===== src/include/bdi_pkg.sv =====
// bdi_pkg: constants and carrier types of the bridge doorbell interrupt block.
// assumes a byte-addressed register port with 32-bit data, one clock, synchronous reset.
package bdi_pkg;

   localparam int unsigned BDI_ADDR_W = 8;
   localparam int unsigned BDI_DATA_W = 32;
   localparam int unsigned BDI_HALF_W = 16;
   localparam int unsigned BDI_SIDES = 2;

   // half-word positions inside each register word
   localparam int unsigned BDI_PRI_LSB = 0;
   localparam int unsigned BDI_SEC_LSB = 16;

   // index of each side in the bank arrays
   localparam int unsigned BDI_SIDE_PRI = 0;
   localparam int unsigned BDI_SIDE_SEC = 1;

   // byte addresses of the register words
   localparam logic [7:0] BDI_OFS_REQ_CLEAR = 8'h70;
   localparam logic [7:0] BDI_OFS_REQ_SET = 8'h74;
   localparam logic [7:0] BDI_OFS_CLEAR_GUARD = 8'h78;
   localparam logic [7:0] BDI_OFS_SET_GUARD = 8'h7c;

   // reset values, per half-word; the idle read word is a full 32 bits
   localparam logic [15:0] BDI_REQ_RST = 16'h0000;
   localparam logic [15:0] BDI_GUARD_RST = 16'hffff;
   localparam logic [31:0] BDI_RDATA_IDLE = 32'h0000_0000;

   typedef struct packed {
      logic [7:0] addr;
      logic [31:0] wdata;
      logic wr;
      logic rd;
   } bdi_bus_req_t;

   typedef struct packed {
      logic clr_wr;
      logic set_wr;
      logic cguard_wr;
      logic sguard_wr;
   } bdi_bank_wr_t;

endpackage : bdi_pkg


===== src/hdl/bdi_side_bank.sv =====
// bdi_side_bank: request bits and their two guard masks for one bridge interface.
// assumes write strobes are already decoded and one-hot, one cycle each.
`timescale 1ns/1ps

module bdi_side_bank
   import bdi_pkg::*;
(
   input wire logic sys_clk_i,
   input wire logic rst_i,
   input wire bdi_pkg::bdi_bank_wr_t wr_i,
   input wire logic [15:0] wdata_i,
   output logic [15:0] req_o,
   output logic [15:0] clr_guard_o,
   output logic [15:0] set_guard_o
);

   import bdi_pkg::*;

   logic [15:0] req_q;
   logic [15:0] req_d;
   logic [15:0] clr_guard_q;
   logic [15:0] set_guard_q;

   // set and clear share one array; a set is never lost to a clear
   always_comb
   begin
      req_d = req_q;
      if (wr_i.set_wr)
      begin
         req_d = req_q | (wdata_i & ~set_guard_q);
      end
      else if (wr_i.clr_wr)
      begin
         req_d = req_q & ~(wdata_i & ~clr_guard_q);
      end
   end

   always_ff @(posedge sys_clk_i)
   begin
      if (rst_i)
         req_q <= BDI_REQ_RST;
      else
         req_q <= req_d;
   end

   // clear guard only ever drops bits; only reset brings them back
   always_ff @(posedge sys_clk_i)
   begin
      if (rst_i)
         clr_guard_q <= BDI_GUARD_RST;
      else if (wr_i.cguard_wr)
         clr_guard_q <= clr_guard_q & ~wdata_i;
   end

   // set guard only ever gains bits
   always_ff @(posedge sys_clk_i)
   begin
      if (rst_i)
         set_guard_q <= BDI_GUARD_RST;
      else if (wr_i.sguard_wr)
         set_guard_q <= set_guard_q | wdata_i;
   end

   assign req_o = req_q;
   assign clr_guard_o = clr_guard_q;
   assign set_guard_o = set_guard_q;

endmodule : bdi_side_bank


===== src/hdl/bdi_doorbell.sv =====
// bdi_doorbell: software doorbell interrupts of a bus bridge, one request array per side.
// assumes a single-cycle strobe register port; read data are valid only the cycle after.
`timescale 1ns/1ps

// Function
// - writing ones to the upper half at 0x70 clears secondary requests, reset value zero.
// - reading the upper half at 0x70 returns the live secondary request bits.
// - writing ones to the lower half at 0x74 sets primary requests; reads show them.
// - writing ones to the upper half at 0x74 sets secondary requests; reads show them.
// - the primary clear guard at 0x78 low resets to ones and a written one zeroes a bit.
// - a primary clear guard bit of one blocks clearing that primary request.
// - the secondary clear guard at 0x78 high resets to ones, drops on a one, blocks clears.
// - the primary set guard at 0x7c low resets to ones, gains on a one, blocks sets.
// - the secondary set guard at 0x7c high resets to ones, gains on a one, blocks sets.
// - writing ones to the lower half at 0x70 clears primary requests; reads show them.
module bdi_doorbell
   import bdi_pkg::*;
(
   input wire logic sys_clk_i,
   input wire logic rst_i,
   input wire bdi_pkg::bdi_bus_req_t bus_i,
   output logic [31:0] rdata_o,
   output logic pri_irq_o,
   output logic sec_irq_o
);

   import bdi_pkg::*;

   logic hit_clr;
   logic hit_set;
   logic hit_cguard;
   logic hit_sguard;
   logic hit_any;
   bdi_bank_wr_t bank_wr;
   logic [1:0][15:0] req_w;
   logic [1:0][15:0] clr_guard_w;
   logic [1:0][15:0] set_guard_w;
   logic [31:0] rdata_d;
   logic [31:0] rdata_q;

   // full byte-address compare, so unaligned addresses fall through as unmapped
   assign hit_clr = (bus_i.addr == BDI_OFS_REQ_CLEAR);
   assign hit_set = (bus_i.addr == BDI_OFS_REQ_SET);
   assign hit_cguard = (bus_i.addr == BDI_OFS_CLEAR_GUARD);
   assign hit_sguard = (bus_i.addr == BDI_OFS_SET_GUARD);
   assign hit_any = hit_clr | hit_set | hit_cguard | hit_sguard;

   always_comb
   begin
      bank_wr.clr_wr = bus_i.wr & hit_clr;
      bank_wr.set_wr = bus_i.wr & hit_set;
      bank_wr.cguard_wr = bus_i.wr & hit_cguard;
      bank_wr.sguard_wr = bus_i.wr & hit_sguard;
   end

   // both sides share the strobes; each bank takes its own half of the write data
   for (genvar g = 0; g < BDI_SIDES; g++)
   begin : g_side
      bdi_side_bank u_bank (
         .sys_clk_i(sys_clk_i),
         .rst_i(rst_i),
         .wr_i(bank_wr),
         .wdata_i(bus_i.wdata[g*BDI_HALF_W +: BDI_HALF_W]),
         .req_o(req_w[g]),
         .clr_guard_o(clr_guard_w[g]),
         .set_guard_o(set_guard_w[g])
      );
   end

   // 0x70 and 0x74 are two views of the same request array
   always_comb
   begin
      rdata_d = BDI_RDATA_IDLE;
      case (1'b1)
         hit_clr, hit_set:
         begin
            rdata_d = {req_w[BDI_SIDE_SEC], req_w[BDI_SIDE_PRI]};
         end
         hit_cguard:
         begin
            rdata_d = {clr_guard_w[BDI_SIDE_SEC], clr_guard_w[BDI_SIDE_PRI]};
         end
         hit_sguard:
         begin
            rdata_d = {set_guard_w[BDI_SIDE_SEC], set_guard_w[BDI_SIDE_PRI]};
         end
         default:
         begin
            rdata_d = BDI_RDATA_IDLE;
         end
      endcase
   end

   // read data stand one cycle only, zero otherwise, so a stale value is never mistaken
   always_ff @(posedge sys_clk_i)
   begin
      if (rst_i)
         rdata_q <= BDI_RDATA_IDLE;
      else if (bus_i.rd)
         rdata_q <= rdata_d;
      else
         rdata_q <= BDI_RDATA_IDLE;
   end

   assign rdata_o = rdata_q;

   // level requests straight from the request flops, no extra latency
   assign pri_irq_o = |req_w[BDI_SIDE_PRI];
   assign sec_irq_o = |req_w[BDI_SIDE_SEC];

   logic [15:0] pri_req;
   logic [15:0] sec_req;
   logic [15:0] pri_cg;
   logic [15:0] sec_cg;
   logic [15:0] pri_sg;
   logic [15:0] sec_sg;
   logic [15:0] wd_pri;
   logic [15:0] wd_sec;

   assign pri_req = req_w[BDI_SIDE_PRI];
   assign sec_req = req_w[BDI_SIDE_SEC];
   assign pri_cg = clr_guard_w[BDI_SIDE_PRI];
   assign sec_cg = clr_guard_w[BDI_SIDE_SEC];
   assign pri_sg = set_guard_w[BDI_SIDE_PRI];
   assign sec_sg = set_guard_w[BDI_SIDE_SEC];
   assign wd_pri = bus_i.wdata[BDI_PRI_LSB +: BDI_HALF_W];
   assign wd_sec = bus_i.wdata[BDI_SEC_LSB +: BDI_HALF_W];
endmodule : bdi_doorbell


===== config.mk =====
export PLATFORM = sky130hd
export DESIGN_NAME = bdi_doorbell
export DESIGN_NICKNAME = d
export VERILOG_FILES = /design/src/include/bdi_pkg.sv /design/src/hdl/bdi_side_bank.sv /design/src/hdl/bdi_doorbell.sv
export SDC_FILE = /design/constraint.sdc
export NUM_CORES = 1
export LEC_CHECK = 0
export BUFFER_PORTS_ARGS = -buffer_cell sky130_fd_sc_hd__buf_4
export CORE_ASPECT_RATIO = 0.6
export CORE_UTILIZATION = 52
export DETAILED_ROUTE_END_ITERATION = 16
export PLACE_DENSITY = 0.86
export SYNTH_ARGS = -nofsm -noshare
export SYNTH_HDL_FRONTEND = slang
export SYNTH_SLANG_ARGS = --single-unit

===== constraint.sdc =====
create_clock -name sys_clk_i -period 1.7 [get_ports sys_clk_i]
set_clock_uncertainty 0.1 [all_clocks]
set_input_delay 0.425 -clock sys_clk_i [delete_from_list [all_inputs] [get_ports sys_clk_i]]
set_output_delay 0.425 -clock sys_clk_i [all_outputs]
set_load 0.1 [all_outputs]

==> impl_metrics.csv, run 1 <==
group,metric,value,unit
status,outcome,"finished, violations left",
status,violations,"setup timing",
synthesis,synth_flop_cell,"dfxtp_1",
placed_design,io_buffers,77,
floorplanning,die_x,140,µm
timing,max_slew_margin,36.1,%
cells_and_area,fin_nets,753,
route,drt_first_pass_iters,5,
synthesis,synth.most_common_cell,"dfxtp_1",
route,drc,0,
clocking,postCtsHoldBufs,0,
setup_path,rrSetupSlack,0.44,ns
clocking,cts_tree,"done",
synthesis,synth.area.top_cells,"dfxtp_1 (43%), o41ai_1 (9.4%), a221oi_2 (7.6%)",
clocking,cts.clk_slew.worst_paths,0.06,ns
cells_and_area,syn2layout_area_growth,28.2,%
setup_path,crit_path_end_kind,"primary output",
power,p_clk_share,53.4,%
floorplanning,pin_count,78,
clocking,clockBufferDepth,2,
synthesis,synth_common_cells,"dfxtp_1 (128), nand2b_1 (66), inv_1 (65)",
timing,hold_viol_final,0,
timing,finalSetupViolations,2,
synthesis,yosys.area_share.adder,0,%
placed_design,place_inst,826,
power,p_sw_share,22.7,%
synthesis,yosysSeqAreaShare,43.0,%
synthesis,netlist_area,0.00596,mm²
timing,slew_violations,0,
power,irDropWorstVdd,0.000750,V
global_routing,grt_pass1_wl,28.4,mm
power,pwr-share-seq,40.3,%
placed_design,dpl.hpwl,11.0,mm
setup_path,path_max_fanout,3,
route,vias,5565,
synthesis,yosysWarnings,0,
synthesis,ys_types,29,
clocking,numCtsBuffers,17,
floorplanning,fp.dieH,85.0,µm
synthesis,netlist_instances,626,
setup_path,path_depth,3,
synthesis,synth-edff-count,0,
flow_run,maxCapViolCount,0,
synthesis,syn-num-nets,670,
synthesis,synth_area_per_cell,9.53,µm²
setup_path,startpoint_type,"flip-flop",
synthesis,synth_top_family_by_area,"compound AO/OA/AOI/OAI gates",
timing,worst_pin_slew,0.959,ns
power,p_sw,0.00169,W
setup_path,max_stage_delay,0.38,ns
setup_path,rr_worst_depth,2,
power,p_per_area,975,mW/mm²
power,comb_power_share,6.3,%
min_path,whs_path_depth,2,
clocking,numClockSinks,128,
synthesis,async_flop_share,0,%
clocking,htreeDepth,4,
synthesis,synth_xor_area_share,0,%
synthesis,synth_compound_area_share,27.4,%
setup_path,worst-path-buf-inv,1,
setup_path,crit_arrival,1.57,ns
route,wl_per_cell,20.9,µm
route,drtIter0Drc,477,
floorplanning,row_count,29,
setup_path,cpLargestDelayFamily,"simple AND/OR/NAND/NOR gates",
route,ant_nets,0,
floorplanning,start_util,55.0,%
synthesis,synthSimpleGateAreaFrac,18.2,%
placed_design,placed_area,0.00686,mm²
cells_and_area,drive_gt1_share,28.8,%
setup_path,crit_chain,"nor4_1 > nand4_1 > buf_8",
power,power_leakage,3.00,nW
global_routing,grtUsageTotal,30.9,%
setup_path,cpMaxStageDelayCell,"nor4_1",
route,drt_wl_total,18.0,mm
synthesis,yosysTopAreaCell,"dfxtp_1",
synthesis,muxShareOfSynthArea,2.69,%
synthesis,synth.top_cell.area_share,43.0,%
global_routing,antenna_found_initial,0,
setup_path,critPathRequiredTime,1.17,ns
timing,fin_setup_tns,-0.788,ns
cells_and_area,antenna-diode-count,0,
floorplanning,dieArea,0.0119,mm²
timing,finalCritPeriodShare,123,%
timing,rsz0062_at_grt,"yes",
timing,finalCriticalPeriod,2.10,ns
cells_and_area,final_cell_area,0.00764,mm²
power,internal-power,0.00576,W
global_routing,grt-ovfl-total,0,
timing,setup_ws,-0.396,ns
cells_and_area,fin_cells,861,
setup_path,worst-setup-path-type,"reg2out",
synthesis,synth-seq-cells,128,
placed_design,gp_congestion,0.804,
global_routing,grt_pass1_vias,5585,
global_routing,grt_max_degree,97,
floorplanning,core_area,0.0108,mm²
min_path,min_path_type,"in2reg",
route,avgViaCountPerCell,6.46,
clocking,clk_latency,0.42,ns
clocking,ctsRootBufferMaster,"clkbuf_16",
timing,fmax,477,MHz
routing by layer:
metal	vias up	GRT usage, %	share of wire (%)
met5	-	0	0
met4	0	13.8	2.8
met3	53	7.45	9.6
met2	304	51.1	47
met1	2698	38.7	40
li1	2510	-	-
cells by family after synthesis:
family          count (synthesis)
compound gates                176
buf+inv                       127
mux                            16
simple gates                  179
flops                         128
layout by cell type, fill, tap and decap left out, types with 2 or more instances in the layout:
master	instances
dfxtp_2	8
dfxtp_4	2
dfxtp_1	118
nor4_1	3
clkinv_4	2
buf_6	3
a221oi_1	2
buf_8	2
a31oi_1	31
a211o_1	32
nand2_1	32
nor4_4	5
clkinvlp_4	4
o21bai_1	16
mux2i_1	16
nand2b_1	66
nand4_1	33
clkbuf_16	17
buf_4	116
bufinv_16	5
a221oi_2	30
buf_12	5
clkinv_2	4
nor2b_1	31
inv_1	65
o41ai_1	64
registers in the layout (all words and copies together), names as in the netlist:
signal / flops
g_side.u_bank.set_guard_o: 32
g_side.u_bank.clr_guard_o: 32
g_side.u_bank.req_o: 32
rdata_o: 32
timing repair:
action | in CTS | in global routing
resized for setup | 18 | 11
endpoints found under the setup margin | 2 | 21
cloned | 0 | 1
pin swaps | 6 | 2
buffers inserted | 1 | 1
stage by stage:
step	util [%]	hold slack [ns]	worst slack [ns]	total power [W]
after floorplan	-	0.314	-0.329	0.00331
after global placement	63.3	0.319	-0.343	0.00351
after detailed placement	63.3	0.328	-0.404	0.00352
after CTS	70.0	0.124	-0.392	0.00745
after global routing	70.5	0.125	-0.436	0.00765
final	70.5	0.127	-0.396	0.00745
final timing paths:
kind                                   startpoint                              end
hold / removal                          bus_i[23]  g_side[1].u_bank.set_guard_o[5]
hold reg to reg   g_side[0].u_bank.set_guard_o[8]  g_side[0].u_bank.set_guard_o[8]
setup reg to reg  g_side[0].u_bank.clr_guard_o[0]        g_side[0].u_bank.req_o[0]
setup / recovery       g_side[0].u_bank.req_o[15]                        pri_irq_o
power groups by stage:
| stage | clock network (W) | logic, W | registers, W |
|---|---|---|---|
| final | 0.00398 | 0.000469 | 0.00300 |
| after floorplan | 0 | 0.000221 | 0.00309 |
| after global placement | 0 | 0.000438 | 0.00307 |
| after CTS | 0.00399 | 0.000455 | 0.00300 |
| after detailed placement | 0 | 0.000452 | 0.00307 |
| after global routing | 0.00415 | 0.000493 | 0.00300 |
cell type report:
cell class / instances / area (µm²)
clock buffer: 17 / 425
clock inverter: 15 / 218
tap: 139 / 174
timing repair buffer: 126 / 1030
inverter: 65 / 244
sequential: 128 / 2580
multi-input combinational: 371 / 2970
fill: 779 / 3200
Note: power is estimated with default switching activity, not from simulation.
==> run 2: changes to the inputs <==
CORE_UTILIZATION = 35   (was 52)
PLACE_DENSITY = 0.65   (was 0.86)
SYNTH_HIERARCHICAL = 1   (was not set)
==> run 2 against run 1 <==
  * The run still ends with setup timing left
  * Via count is 22% lower
  * Register-to-register slack better by 0.19 ns
  * Synthesized cell count is 19% lower
  * Sequential power hardly changed
  * Hold slack better by 0.011 ns
  * Synthesized area is 11% lower
  * Power is 8.7% lower
  * Wire length is 19% lower
  * Utilization is 20 points lower
  * Largest cell class unchanged
==> impl_metrics.csv, run 2 <==
group,metric,value,unit
cells_and_area,finish.utilization,50.6,%
synthesis,synth_common_cells,"dfxtp_1 (128), nand2_1 (33), nor2_1 (33)",
power,finalPower,0.00680,W
timing,setup_ws,-0.399,ns
placed_design,io_buffers,77,
min_path,whs_path_depth,2,
power,p_per_area,919,mW/mm²
synthesis,synth.top_cell.area_share,48.2,%
synthesis,netlist_instances,510,
timing,worst_pin_slew,0.428,ns
timing,fmax,476,MHz
global_routing,grt_pass1_vias,4385,
timing,hold_viol_final,0,
cells_and_area,fin_nets,662,
setup_path,rr_worst_depth,3,
setup_path,r2r-end,"rdata_o[2]",
clocking,cts.clk_slew.worst_paths,0.06,ns
power,comb_power_share,4.9,%
synthesis,synth_flop_cell,"dfxtp_1",
route,drt_first_pass_iters,5,
route,drc,0,
status,outcome,"finished, violations left",
floorplanning,core_area,0.0146,mm²
route,wl_per_cell,17.6,µm
global_routing,grtUsageTotal,19.1,%
global_routing,grt_max_degree,51,
cells_and_area,drive_gt1_share,38.7,%
route,ant_nets,0,
timing,slew_violations,0,
floorplanning,row_count,34,
min_path,hold_end,"g_side[0].u_bank/set_guard_o[12]",
placed_design,preCtsSetupSlack,-0.499,ns
timing,finalCriticalPeriod,2.10,ns
setup_path,rrSetupSlack,0.63,ns
setup_path,crit_arrival,1.57,ns
floorplanning,fp.dieH,97.4,µm
cells_and_area,antenna-diode-count,0,
power,pwr-share-seq,44.2,%
cells_and_area,ff_latch_area,0.00257,mm²
floorplanning,dieArea,0.0157,mm²
synthesis,synth_area_per_cell,10.4,µm²
clocking,clockBufferDepth,2,
timing,rsz0062_at_grt,"yes",
clocking,numCtsBuffers,17,
floorplanning,start_util,36.3,%
setup_path,critPathRequiredTime,1.17,ns
timing,finalCritPeriodShare,123,%
synthesis,synth-seq-cells,128,
synthesis,yosysWarnings,6,
power,p_sw_share,23.2,%
synthesis,async_flop_share,0,%
clocking,ctsRootBufferMaster,"clkbuf_16",
timing,max_slew_margin,71.5,%
floorplanning,die_x,161,µm
power,internal-power,0.00523,W
synthesis,syn-num-nets,554,
floorplanning,pin_count,78,
global_routing,antenna_found_initial,0,
placed_design,dpl.hpwl,9.33,mm
placed_design,gp_congestion,0.799,
clocking,clk_latency,0.42,ns
cells_and_area,multi_input_area,0.00278,mm²
clocking,numClockSinks,128,
power,power_leakage,2.73,nW
route,avgViaCountPerCell,5.23,
synthesis,ys_types,28,
flow_run,maxCapViolCount,0,
synthesis,yosysTopAreaCell,"dfxtp_1",
power,p_clk_share,50.9,%
min_path,hold_start,"bus_i[14]",
setup_path,startpoint_type,"flip-flop",
setup_path,worst-setup-path-type,"reg2out",
power,irDropWorstVdd,0.000510,V
cells_and_area,syn2layout_area_growth,39.3,%
synthesis,synth-edff-count,0,
global_routing,grt-ovfl-total,0,
clocking,htreeDepth,4,
synthesis,yosysSeqAreaShare,48.2,%
cells_and_area,layout_common_cells,"dfxtp_1 (124), buf_4 (104), nand2_1 (33)",
synthesis,synth.area.top_cells,"dfxtp_1 (48%), a211oi_2 (7.1%), mux2i_1 (6.0%)",
status,violations,"setup timing",
route,drt_wl_total,14.6,mm
power,p_sw,0.00158,W
setup_path,path_max_fanout,2,
synthesis,synth.most_common_cell,"dfxtp_1",
min_path,min_path_type,"in2reg",
route,drtIter0Drc,293,
clocking,cts_tree,"done",
synthesis,netlist_area,0.00531,mm²
setup_path,crit_path_end_kind,"primary output",
route,vias,4337,
timing,finalSetupViolations,6,
global_routing,grt_pass1_wl,23.1,mm
cells_and_area,mostFrequentLayoutCell,"dfxtp_1",
cells_and_area,fillers,1282,
setup_path,reg2reg_from,"g_side[0].u_bank/req_o[2]",
run 2: kinds of logic after synthesis:
| kind of cell | share of synthesized area [%] |
|---|---|
| flip-flops | 48.2 |
| AO/OA/AOI/OAI | 22.4 |
| buffers and inverters | 6.19 |
| multiplexers | 6.03 |
| AND/OR/NAND/NOR | 17.1 |
run 2: repair_timing:
action / CTS / global route
endpoints found under the setup margin: 11 / 23
gates cloned: 0 / 3
setup buffers: 5 / 3
resized for setup: 18 / 52
hold buffers: 0 / 0
pin swaps: 2 / 8
run 2: worst max-delay path by stage:
stage | start | slack, ns | to | cells past startpoint
after floorplan | bus_i[35] | -0.36 | g_side[0].u_bank/req_o[12] | 5
after global placement | bus_i[35] | -0.40 | g_side[0].u_bank/req_o[5] | 7
after detailed placement | bus_i[35] | -0.50 | g_side[0].u_bank/req_o[2] | 7
after CTS | g_side[0].u_bank/req_o[4] | -0.41 | pri_irq_o | 4
after global routing | g_side[0].u_bank/req_o[7] | -0.47 | pri_irq_o | 4
final | g_side[0].u_bank/req_o[7] | -0.40 | pri_irq_o | 4
run 2: worst max-delay path, stage by stage (launching register included):
cell,delay (ns)
dfxtp_2,0.34
nor4_4,0.31
buf_4,0.15
nand4_1,0.13
buf_8,0.22
run 2: cell type report:
| cell class | instances | share of cell area (%) |
|---|---|---|
| sequential | 128 | 34.7 |
| clock inverter | 13 | 1.54 |
| tap | 198 | 3.35 |
| multi-input combinational | 311 | 37.5 |
| timing repair buffer | 128 | 15.2 |
| inverter | 32 | 1.62 |
| clock buffer | 19 | 6.12 |
run 2: power groups by stage:
stage,registers (W),logic (W),clock network [W]
after floorplan,0.00308,0.000150,0
after detailed placement,0.00307,0.000319,0
after global placement,0.00307,0.000314,0
after global routing,0.00300,0.000358,0.00367
after CTS,0.00300,0.000322,0.00351
final,0.00300,0.000336,0.00346
run 2: per-stage QoR:
step | area (µm²) | instances | hold WS [ns] | TNS, ns
2_1_floorplan | 5370 | 510 | 0.327 | -15.45
3_3_place_gp | 6350 | 787 | 0.333 | -18.39
3_5_place_dp | 6350 | 787 | 0.344 | -22.61
4_1_cts | 7050 | 824 | 0.127 | -0.815
5_1_grt | 7400 | 829 | 0.136 | -1.78
6_report | 7400 | 829 | 0.138 | -0.812
run 2: routing by layer:
layer | vias up | share of wire [%] | global-route usage [%]
met5 | - | 0 | 0
met4 | 0 | 1.2 | 6.89
met3 | 17 | 4.9 | 5.16
met2 | 107 | 45 | 28.1
met1 | 2135 | 49 | 26.5
li1 | 2078 | - | -
